File: config.mk
export PLATFORM = sky130hd
export DESIGN_NAME = ssp_core
export DESIGN_NICKNAME = d
export VERILOG_FILES = /design/src/ssp_pkg.sv /design/src/ssp_clkdiv.sv /design/src/ssp_core.sv
export SDC_FILE = /design/constraint.sdc
export NUM_CORES = 1
export LEC_CHECK = 0
export BUFFER_PORTS_ARGS = -buffer_cell sky130_fd_sc_hd__buf_2
export CAP_MARGIN = 20
export CELL_PAD_IN_SITES_DETAIL_PLACEMENT = 0
export CELL_PAD_IN_SITES_GLOBAL_PLACEMENT = 1
export CORE_UTILIZATION = 49
export DETAILED_ROUTE_END_ITERATION = 8
export PLACE_DENSITY_LB_ADDON = 0.08
export REMOVE_ABC_BUFFERS = 1
export SETUP_SLACK_MARGIN = 0.2
export SLEW_MARGIN = 25
export SYNTH_ARGS = -nofsm -noshare
export SYNTH_HDL_FRONTEND = slang
export SYNTH_SLANG_ARGS = --single-unit
File: constraint.sdc
create_clock -name aclk -period 3.98 [get_ports aclk]
set_input_delay 1.194 -clock aclk [delete_from_list [all_inputs] [get_ports aclk]]
set_output_delay 1.194 -clock aclk [all_outputs]
set_load 0.05 [all_outputs]
File: src/ssp_pkg.sv
// Package for the synchronous serial port: register map, fields, states.
`default_nettype none
package ssp_pkg;
   // Register byte offsets on the AXI4-Lite bus.
   localparam logic [3:0] SSP_OFS_CTRL   = 4'h0;
   localparam logic [3:0] SSP_OFS_COUNT  = 4'h4;
   localparam logic [3:0] SSP_OFS_STATUS = 4'h8;
   localparam logic [3:0] SSP_OFS_DATA   = 4'hC;
   // Control register fields.
   localparam int SSP_CTL_SCK_LSB   = 0;
   localparam int SSP_CTL_DIR_BIT   = 3;
   localparam int SSP_CTL_MODE_LSB  = 4;
   localparam int SSP_CTL_HALT_BIT  = 6;
   localparam int SSP_CTL_START_BIT = 7;
   // Status register bits.
   localparam int SSP_ST_BUSY  = 7;
   localparam int SSP_ST_RXF   = 3;
   localparam int SSP_ST_TXE   = 2;
   localparam int SSP_ST_RECEIVE_ERROR_FLAG = 1;
   localparam int SSP_ST_TRANSMIT_ERROR_FLAG = 0;
   // Field encodings.
   localparam logic [1:0] SSP_MODE_TX   = 2'b00;
   localparam logic [1:0] SSP_MODE_RX   = 2'b01;
   localparam logic [1:0] SSP_MODE_TXRX = 2'b10;
   localparam logic [2:0] SSP_SCK_EXT   = 3'b111;
   // Buffer depth and reset values.
   localparam int         SSP_DEPTH     = 8;
   localparam logic [7:0] SSP_CTRL_RST  = 8'h00;
   localparam logic [2:0] SSP_COUNT_RST = 3'h0;
   // Internal clock divider: half period minus one, in system clocks, per rate code.
   localparam int SSP_DIV_W = 13;
   typedef logic [SSP_DIV_W-1:0] ssp_div_t;

   typedef enum logic [2:0]
   {
      SSP_IDLE = 3'b001,
      SSP_RUN  = 3'b010,
      SSP_STOP = 3'b100
   } ssp_state_t;

   typedef struct packed
   {
      logic       start;
      logic       halt;
      logic [1:0] mode;
      logic       lsb_first;
      logic [2:0] sck_sel;
   } ssp_ctrl_t;

   typedef struct packed
   {
      logic busy;
      logic rx_full;
      logic tx_empty;
      logic rx_err;
      logic tx_err;
   } ssp_status_t;
endpackage
`default_nettype wire

File: src/ssp_clkdiv.sv
// Internal serial clock generator: toggles a clock at the selected rate.
`default_nettype none
module ssp_clkdiv
   import ssp_pkg::*;
(
   // System
   input  wire logic       aclk,
   input  wire logic       aresetn,
   // Control
   input  wire logic       run,
   input  wire logic [2:0] rate,
   // Generated clock and edge pulses
   output var  logic       sck_o,
   output var  logic       fall_o,
   output var  logic       rise_o
);
   typedef struct packed
   {
      ssp_div_t cnt;
      logic     sck;
   } cd_st_t;

   cd_st_t st_q;
   cd_st_t st_d;

   // Half period minus one; the clock stays high while not running.
   function automatic ssp_div_t half_period(input logic [2:0] r);
      unique case (r)
         3'b000:  half_period = 13'h0FFF;
         3'b001:  half_period = 13'h007F;
         3'b010:  half_period = 13'h001F;
         3'b011:  half_period = 13'h000F;
         3'b100:  half_period = 13'h0007;
         3'b101:  half_period = 13'h0003;
         3'b110:  half_period = 13'h0001;
         default: half_period = 13'h0001;
      endcase
   endfunction

   always_comb
   begin
      st_d   = st_q;
      fall_o = 1'b0;
      rise_o = 1'b0;
      if (!run)
      begin
         st_d.cnt = '0;
         st_d.sck = 1'b1;
      end
      else if (st_q.cnt == half_period(rate))
      begin
         st_d.cnt = '0;
         st_d.sck = ~st_q.sck;
         fall_o   = st_q.sck;
         rise_o   = ~st_q.sck;
      end
      else
      begin
         st_d.cnt = st_q.cnt + 13'h0001;
      end
   end

   always_ff @(posedge aclk)
   begin
      if (!aresetn)
      begin
         st_q <= '{cnt: '0, sck: 1'b1};
      end
      else
      begin
         st_q <= st_d;
      end
   end

   assign sck_o = st_q.sck;
endmodule
`default_nettype wire

File: src/ssp_core.sv
// Synchronous serial port: transmit, receive and transmit/receive burst engine.
//
// Decided for this implementation: the register offsets and register access over AXI4-Lite.
`default_nettype none
module ssp_core
   import ssp_pkg::*;
(
   // System
   input  wire logic        aclk,
   input  wire logic        aresetn,
   // AXI4-Lite write address and data
   input  wire logic [3:0]  s_axi_awaddr,
   input  wire logic        s_axi_awvalid,
   output var  logic        s_axi_awready,
   input  wire logic [31:0] s_axi_wdata,
   input  wire logic [3:0]  s_axi_wstrb,
   input  wire logic        s_axi_wvalid,
   output var  logic        s_axi_wready,
   // AXI4-Lite write response
   output var  logic [1:0]  s_axi_bresp,
   output var  logic        s_axi_bvalid,
   input  wire logic        s_axi_bready,
   // AXI4-Lite read
   input  wire logic [3:0]  s_axi_araddr,
   input  wire logic        s_axi_arvalid,
   output var  logic        s_axi_arready,
   output var  logic [31:0] s_axi_rdata,
   output var  logic [1:0]  s_axi_rresp,
   output var  logic        s_axi_rvalid,
   input  wire logic        s_axi_rready,
   // Serial pins
   input  wire logic        sck_i,
   output var  logic        sck_o,
   output var  logic        sck_oe,
   input  wire logic        sin_i,
   output var  logic        sout_o,
   // Completion event
   output var  logic        completion_interrupt
);
   import ssp_pkg::*;

   typedef struct packed
   {
      ssp_state_t                fsm;
      ssp_ctrl_t                 ctrl;
      logic [2:0]                count;
      ssp_status_t               st;
      logic [SSP_DEPTH-1:0][7:0] buf_m;
      logic [2:0]                byte_ix;
      logic [2:0]                bit_ix;
      logic [2:0]                rd_ix;
      logic [2:0]                wr_ix;
      logic [7:0]                shreg;
      logic                      sout;
      logic                      sck_prev;
      logic                      done;
      logic                      err_burst;
      logic                      irq;
      logic                      aw_hold;
      logic [3:0]                awaddr;
      logic                      w_hold;
      logic [31:0]               wdata;
      logic [3:0]                wstrb;
      logic                      bvalid;
      logic                      rvalid;
      logic [31:0]               rdata;
      logic [1:0]                rresp;
   } core_st_t;

   core_st_t q;
   core_st_t d;

   logic ext;
   logic fall;
   logic rise;
   logic int_sck;
   logic int_fall;
   logic int_rise;
   logic wr_go;
   logic rd_go;
   logic halt_wr;

   // Picks the bit that goes out next for the chosen order.
   function automatic logic pick_bit(input logic [7:0] b, input logic lsb,
                                     input logic [2:0] ix);
      pick_bit = lsb ? b[ix] : b[3'd7 - ix];
   endfunction

   assign ext = (q.ctrl.sck_sel == SSP_SCK_EXT);

   ssp_clkdiv u_div
   (
      .aclk    (aclk),
      .aresetn (aresetn),
      .run     (q.fsm == SSP_RUN && !ext),
      .rate    (q.ctrl.sck_sel),
      .sck_o   (int_sck),
      .fall_o  (int_fall),
      .rise_o  (int_rise)
   );

   // The pin is sampled as synchronous; edges come from the previous level.
   assign fall = ext ? (q.sck_prev & ~sck_i) : int_fall;
   assign rise = ext ? (~q.sck_prev & sck_i) : int_rise;

   assign wr_go = q.aw_hold && q.w_hold && !q.bvalid;
   assign rd_go = s_axi_arvalid && !q.rvalid;
   assign halt_wr = wr_go && q.awaddr == SSP_OFS_CTRL && q.wstrb[0]
                    && q.wdata[SSP_CTL_HALT_BIT];

   always_comb
   begin
      d = q;
      d.irq = 1'b0;
      d.sck_prev = sck_i;
      // Bus handshakes: address and data may arrive in either order.
      if (s_axi_awvalid && !q.aw_hold)
      begin
         d.aw_hold = 1'b1;
         d.awaddr  = s_axi_awaddr;
      end
      if (s_axi_wvalid && !q.w_hold)
      begin
         d.w_hold = 1'b1;
         d.wdata  = s_axi_wdata;
         d.wstrb  = s_axi_wstrb;
      end
      if (q.bvalid && s_axi_bready)
         d.bvalid = 1'b0;
      if (q.rvalid && s_axi_rready)
         d.rvalid = 1'b0;

      // Serial engine.
      unique case (q.fsm)
         SSP_IDLE:
         begin
            if (q.ctrl.start && !q.st.rx_full)
            begin
               d.fsm     = SSP_RUN;
               d.st.busy = 1'b1;
               d.byte_ix = '0;
               d.bit_ix  = '0;
               d.done    = 1'b0;
               d.st.tx_empty = 1'b0;
               d.shreg   = q.buf_m[0];
               d.sout    = 1'b1;
            end
         end
         SSP_RUN:
         begin
            if (!q.ctrl.start)
               d.fsm = SSP_STOP;
            else if (fall && q.ctrl.mode != SSP_MODE_RX)
            begin
               // Out bit changes on the falling edge.
               if (ext && q.st.tx_empty)
                  d.st.tx_err = 1'b1;
               else
                  // A register that shifts offers its next bit at one end;
                  // only transmit-only mode walks the bit index.
                  d.sout = pick_bit(q.shreg, q.ctrl.lsb_first,
                                    (q.ctrl.mode == SSP_MODE_TX)
                                    ? q.bit_ix : 3'd0);
            end
            if (q.ctrl.start && rise)
            begin
               if (q.ctrl.mode != SSP_MODE_TX)
               begin
                  if (q.ctrl.lsb_first)
                     d.shreg = {sin_i, q.shreg[7:1]};
                  else
                     d.shreg = {q.shreg[6:0], sin_i};
               end
               d.bit_ix = q.bit_ix + 3'd1;
               if (q.bit_ix == 3'd7)
               begin
                  // A byte has been fully shifted.
                  if (q.st.rx_full && q.ctrl.mode != SSP_MODE_TX && ext)
                     d.st.rx_err = 1'b1;
                  else if (q.ctrl.mode != SSP_MODE_TX)
                     d.buf_m[q.byte_ix] = q.ctrl.lsb_first
                        ? {sin_i, q.shreg[7:1]} : {q.shreg[6:0], sin_i};
                  d.byte_ix = q.byte_ix + 3'd1;
                  d.shreg   = q.buf_m[3'(q.byte_ix + 3'd1)];
                  if (q.byte_ix == q.count)
                  begin
                     d.byte_ix = '0;
                     d.shreg   = q.buf_m[0];
                     d.st.tx_empty = 1'b1;
                     if (!q.st.rx_err || !q.err_burst)
                        d.irq = 1'b1;
                     if (q.st.rx_err)
                        d.err_burst = 1'b1;
                     if (q.ctrl.mode != SSP_MODE_TX && !q.st.rx_err)
                     begin
                        d.st.rx_full = 1'b1;
                        d.rd_ix = '0;
                     end
                  end
               end
            end
         end
         SSP_STOP:
         begin
            d.fsm     = SSP_IDLE;
            d.st.busy = 1'b0;
         end
         default:
            d.fsm = SSP_IDLE;
      endcase
      if (q.st.tx_err || q.st.rx_err)
         d.sout = 1'b1;

      // Register writes.
      if (wr_go)
      begin
         d.aw_hold = 1'b0;
         d.w_hold  = 1'b0;
         d.bvalid  = 1'b1;
         if (q.awaddr == SSP_OFS_CTRL && q.wstrb[0])
         begin
            d.ctrl.sck_sel   = q.wdata[SSP_CTL_SCK_LSB +: 3];
            d.ctrl.lsb_first = q.wdata[SSP_CTL_DIR_BIT];
            d.ctrl.mode      = q.wdata[SSP_CTL_MODE_LSB +: 2];
            d.ctrl.start     = q.wdata[SSP_CTL_START_BIT];
            d.ctrl.halt      = 1'b0;
         end
         else if (q.awaddr == SSP_OFS_COUNT && q.wstrb[0])
            d.count = q.wdata[2:0];
         else if (q.awaddr == SSP_OFS_DATA && q.wstrb[0])
         begin
            d.buf_m[q.wr_ix] = q.wdata[7:0];
            d.wr_ix = (q.wr_ix == q.count) ? 3'd0 : q.wr_ix + 3'd1;
         end
      end
      // Forced halt wins over the serial engine (not a same-cycle completion pulse) and register writes; a data read in the same cycle still moves rd_ix.
      if (halt_wr)
      begin
         d.fsm        = SSP_IDLE;
         d.ctrl.start = 1'b0;
         d.st         = '0;
         d.err_burst  = 1'b0;
         d.byte_ix    = '0;
         d.bit_ix     = '0;
         d.rd_ix      = '0;
         d.wr_ix      = '0;
         d.sout       = 1'b1;
      end

      // Register reads.
      if (rd_go)
      begin
         d.rvalid = 1'b1;
         d.rresp  = 2'b00;
         d.rdata  = '0;
         unique case (s_axi_araddr)
            SSP_OFS_CTRL:   d.rdata[7:0] = q.ctrl;
            SSP_OFS_COUNT:  d.rdata[2:0] = q.count;
            SSP_OFS_STATUS: d.rdata[7:0] = {q.st.busy, 3'b000, q.st.rx_full,
                              q.st.tx_empty, q.st.rx_err, q.st.tx_err};
            SSP_OFS_DATA:
            begin
               d.rdata[7:0] = q.buf_m[q.rd_ix];
               d.rd_ix = (q.rd_ix == q.count) ? 3'd0 : q.rd_ix + 3'd1;
               if (q.st.rx_full && q.rd_ix == q.count)
                  d.st.rx_full = 1'b0;
            end
            default:        d.rresp = 2'b10;
         endcase
      end
   end

   always_ff @(posedge aclk)
   begin
      if (!aresetn)
      begin
         q          <= '0;
         q.fsm      <= SSP_IDLE;
         q.ctrl     <= SSP_CTRL_RST;
         q.count    <= SSP_COUNT_RST;
         q.sout     <= 1'b1;
         q.sck_prev <= 1'b1;
      end
      else
      begin
         q <= d;
      end
   end

   assign s_axi_awready = !q.aw_hold;
   assign s_axi_wready  = !q.w_hold;
   assign s_axi_bvalid  = q.bvalid;
   assign s_axi_bresp   = 2'b00;
   assign s_axi_arready = !q.rvalid;
   assign s_axi_rvalid  = q.rvalid;
   assign s_axi_rdata   = q.rdata;
   assign s_axi_rresp   = q.rresp;
   assign sck_o  = int_sck;
   assign sck_oe = !ext;
   assign sout_o = q.sout;
   assign completion_interrupt = q.irq;
endmodule
`default_nettype wire

-- Yosys cells after proc, flatten, opt, wreduce, memory -nomap -nowiden
Index checks and enable logic that the tools add are counted.
- add/subtract/negate cells: 6
- order comparisons: 8
- equality and inequality tests: 29
- mux-type cells: 87
- bitwise operators: 9
- reductions and logical operators: 63
- operators by type and width (operator ; number):
    2-to-1 mux 64 bit ; 6
    bitwise mux 64 bit ; 2
    2-to-1 mux 73 bit ; 1
    2-to-1 mux 8 bit ; 9
    one-hot mux 12 bit (6 select lines) ; 1
    2-to-1 mux 67 bit ; 1
    2-to-1 mux 66 bit ; 1
    2-to-1 mux 3 bit ; 18
    binary-select mux 8 bit (select 3 bit) ; 2
    demux 8 bit (select 3 bit) ; 2
    2-to-1 mux 35 bit ; 1
    2-to-1 mux 1 bit ; 27
    logical AND 1 bit ; 24
    less-than comparator 3 x 4 -> 1 bit, second input constant ; 6
    AND reduction 4 bit ; 5
    AND reduction 5 bit ; 4
    one-hot mux 9 bit (2 select lines) ; 1
    equality test 3 bit, second input constant ; 5
    one-hot mux 5 bit (3 select lines) ; 1
    adder 13 x 1 -> 13 bit, second input constant ; 1
    equality test 13 bit ; 1
    2-to-1 mux 13 bit ; 1
    adder 3 x 1 -> 3 bit, second input constant ; 4
    equality test 4 bit, second input constant ; 3
    other kinds (31) ; 75
- register bits after elaboration: 147
- input bits: 53
- output and inout port bits: 45
- word-level logic and storage cells: 241

-- Depth between registers and ports, before layout
- depth after elaboration: 17
- depth in mapped cells: 11
- gate-level depth less buffers: 7

-- Cells and area by module
Synthesis repeated with hierarchy kept, for this count alone.
- cell total of the unflattened synthesis: 842
- area total of the unflattened synthesis: 7877.6 µm²
- by module, submodules not included (module ; instances ; cells each ; area each (µm²) ; sequential area each (µm²)):
    ssp_core ; 1 ; 749 ; 7106.8 ; 2642.5
    ssp_clkdiv ; 1 ; 93 ; 770.7 ; 280.3

-- Worst setup path after synthesis
No wires, ideal clock.
- path type: input port to flip-flop
- start: input port s_axi_araddr[2]
- end: register q[96] (netlist name)
- setup time: 59 ps
- arrival time: 2380 ps
- data required time: 3921 ps
- path slack: 1542 ps
- cell stages on the path: 6
- path buffers: 1
- cells stage by stage: clkbuf_1 -> nand3_1 -> nor2_1 -> nand3_1 -> nor3b_1 -> a211o_1
- word-level cells in the longest chain between the ends: 3
- RTL lines (what ; line ; RTL):
    from (decl) ; ssp_core.sv:24 ; input wire logic [3:0] s_axi_araddr,
    equality test 4 bit ; ssp_core.sv:256 ; unique case (s_axi_araddr)
    2-to-1 mux 3 bit ; ssp_core.sv:256 ;
    2-to-1 mux 3 bit ; ssp_core.sv:251 ; if (rd_go)
    to (decl) ; ssp_core.sv:70 ; core_st_t q;
No other way between the ends.
A chain may end at the register's enable or synchronous reset.

-- Worst setup path in the final report
- start: register q[176] (netlist name)
- end: output port sck_oe
- word-level cells in the longest chain between the ends: 2
- RTL lines (what ; line ; RTL):
    equality test 3 bit ; ssp_core.sv:89 ; assign ext = (q.ctrl.sck_sel == SSP_SCK_EXT);
    zero test 1 bit ; ssp_core.sv:299 ; assign sck_oe = !ext;
    to (decl) ; ssp_core.sv:34 ; output var logic sck_oe,
No other way between the ends.

==> impl_metrics.py <==
metrics = {
    "synth": {
        "synth.top_cells.by_area": "dfxtp_1 33%, mux2i_1 11%, mux4_2 8.2%",
        "synth_top_area_share_pct": 33.12,
        "synth-edff-count": 0,
        "yosys_most_used_dff": "dfxtp_1",
        "synth_top_area_cell": "dfxtp_1",
        "synth.distinct_cells": 71,
        "netlist_area_um2": 8825,
        "ys_ff_latch": 146,
        "seq_area_frac_synth_pct": 33.12,
        "synth_area_per_cell_um2": 8.860,
        "async_flop_share_pct": 0,
        "yosysWarnings": 0,
        "synth_cells": 996,
    },
    "clocking": {
        "clock_sinks": 146,
        "cts_tree": "done",
        "cts_setup_buffers": 0,
        "cts_buffer_depth": 2,
        "root_buffer": "clkbuf_16",
        "htree_levels": 4,
        "cts_buffers": 17,
        "ctsResizeCount": 0,
        "clkTransAtPathRegs_ps": 70,
        "clock_latency_ps": 430,
        "cts_hold_buf": 0,
    },
    "die": {
        "initial_core_util_pct": 50.67,
        "top_level_ports": 98,
        "dieWidth_um": 136.2,
        "die_h_um": 136.2,
        "die_area_um2": 18550,
        "rows": 48,
        "fp.coreArea_um2": 17420,
    },
    "timing": {
        "setup_viol": 0,
        "min_period_ps": 3029,
        "holdWs_ps": 482.3,
        "worst_slew_pin_slew_ps": 924.7,
        "slew_viol_final": 0,
        "hold_viol": 0,
        "rsz0062_at_grt": "false",
        "max_freq_mhz": 330.1,
        "finClkSkew_ps": 8.760,
        "min_period_over_period_pct": 76.12,
        "slew_headroom_pct": 38.19,
        "setup_tns_ps": 0,
    },
    "layout": {
        "fin_nets": 1061,
        "antenna_cells": 0,
        "drive_gt1_share_pct": 15.57,
        "layout-area-overhead-vs-synth_pct": 9.216,
    },
    "global_route": {
        "grt_max_degree": 57,
        "antenna_found_initial": 0,
        "grt_pass1_vias": 6419,
        "grt_remaining_overflow": 0,
        "grt_pass1_wl_um": 36780,
        "track_usage_pct": 26.18,
    },
    "pwr": {
        "p_sw_mw": 0.8704,
        "swShare_pct": 25.64,
        "seqPwrFrac_pct": 43.9,
        "p_comb_share_pct": 5.6,
        "peakVddDrop_mv": 0.2958,
        "total_power_mw": 3.395,
        "power_frac_clock_pct": 50.5,
        "p_int_mw": 2.524,
        "power_density_nw_per_um2": 352.2,
        "leakage_nw": 4.145,
    },
    "routing": {
        "dr.pass1.iters": 5,
        "drt_iter0_drc": 537,
        "dr_total_vias": 7199,
        "vias_per_cell": 5.806,
        "drc": 0,
        "detail_route.wl_per_cell_um": 18.85,
        "ant_nets": 0,
        "drt_wl_total_um": 23370,
    },
    "worst_setup_path": {
        "critical_path.endpoint_type": "output pin",
        "crit_path_start_kind": "register",
        "required_ps": 2790,
        "arrival_ps": 1840,
        "cp_max_fo": 10,
        "crit_type": "register to output pin",
    },
    "flow_run": {
        "maxCapViolations": 0,
    },
    "placed_design": {
        "port_buffers": 43,
        "globalplace.congestion": 0.8237,
        "dpl.hpwl_um": 16860,
    },
    "outcome": {
        "outcome": "complete, no violations",
    },
    "min_path": {
        "hold_path_class": "register to register",
    },
}
## registers in the layout, indices dropped and copies added, names as in the netlist
register              count
q                       119
u_div.st_q               13
s_axi_rdata               8
completion_interrupt      1
s_axi_bvalid              1
s_axi_rresp               1
s_axi_rvalid              1
sout_o                    1
u_div.sck_o               1
## critical path, stage by stage, from the launching register on
cell	delay [ps]
dfxtp_1	590
and3_1	420
inv_1	160
buf_2	240
## per-stage QoR
step | std cells | area [um2] | worst slack [ps] | util [%]
after global routing | 1240 | 9638 | 832.5 | 55.34
after global placement | 1208 | 9011 | 1137 | 51.74
after floorplan | 921 | 8363 | 895.8 | -
final | 1240 | 9638 | 950.6 | 55.34
after CTS | 1240 | 9633 | 955.3 | 55.31
after detailed placement | 1208 | 9011 | 1101 | 51.74
## cells by family after synthesis
kind of cell	count (synthesis)	synth area share [%]
flip-flops	146	33.12
AND/OR/NAND/NOR	382	22.97
AO/OA/AOI/OAI	180	12.63
XOR/XNOR	23	2.283
multiplexers	146	21.30
other	1	0.04249
adder cells (fa/ha/maj)	6	0.8507
buffers and inverters	112	6.806
## synth_stat cells, drive strengths merged, types with 3 or more instances
cell type  instances
dfxtp            146
nor2             113
mux2i            100
o21ai             95
nand2             94
and3              69
buf               61
clkbuf            40
mux4              32
nor2b             22
a22oi             17
mux2              14
a21oi             13
xor2              13
nor3              12
a21boi            11
inv               11
nand3             11
a31oi             10
nand2b            10
xnor2             10
nor3b              9
nand4              8
ha                 6
a211oi             5
nor4b              5
o211a              5
or3                5
and2               4
o221ai             4
nand3b             3
nand4b             3
nor4               3
## final timing paths
| kind | from | to | slack (ps) | depth (start not counted) |
|---|---|---|---|---|
| setup / recovery | q[176] | sck_oe | 950 | 3 |
| hold / removal | q[79] | q[79] | 480 | 2 |
| setup reg to reg | q[97] | q[140] | 1010 | 8 |
| hold reg to reg | q[79] | q[79] | 480 | 2 |
## cells in the final DEF, fill, tap and decap left out, types with 6 or more instances in the layout
| master | instances |
|---|---|
| o21ai_1 | 7 |
| a21boi_0 | 11 |
| nor3b_1 | 7 |
| xnor2_1 | 10 |
| a21oi_1 | 12 |
| o21ai_0 | 87 |
| mux2i_1 | 100 |
| nand3_1 | 11 |
| clkbuf_16 | 17 |
| and3_1 | 69 |
| xor2_1 | 13 |
| inv_1 | 11 |
| nor3_1 | 12 |
| nor2_1 | 113 |
| buf_4 | 20 |
| nand2b_1 | 10 |
| ha_1 | 6 |
| buf_2 | 42 |
| mux2_2 | 14 |
| nor2b_1 | 22 |
| mux4_2 | 32 |
| conb_1 | 27 |
| dfxtp_1 | 146 |
| nand2_1 | 92 |
| a22oi_1 | 17 |
| a31oi_1 | 10 |
## power by group through the flow
stage | logic, mW | registers [mW] | clock network, mW
3_5_place_dp | 0.188 | 1.53 | 0
5_1_grt | 0.204 | 1.49 | 1.80
4_1_cts | 0.188 | 1.49 | 1.74
6_report | 0.189 | 1.49 | 1.71
3_3_place_gp | 0.188 | 1.52 | 0
2_1_floorplan | 0.113 | 1.54 | 0
## final cells by class
cell class / instances / area [um2]
multi-input combinational: 764 / 5410
inverter: 11 / 41.29
timing repair buffer: 62 / 360.3
tap: 225 / 281.5
clock buffer: 17 / 425.4
clock inverter: 15 / 196.4
fill: 1633 / 7779
sequential: 146 / 2923
## layer usage
layer,global-route usage [%],vias to the layer above,routed length [um]
met1,37.97,3423,11290
met4,8.333,0,399
met5,0,-,0
met2,38.89,206,10200
li1,-,3547,-
met3,4.884,23,1488
(Power assumes the default switching activity.)
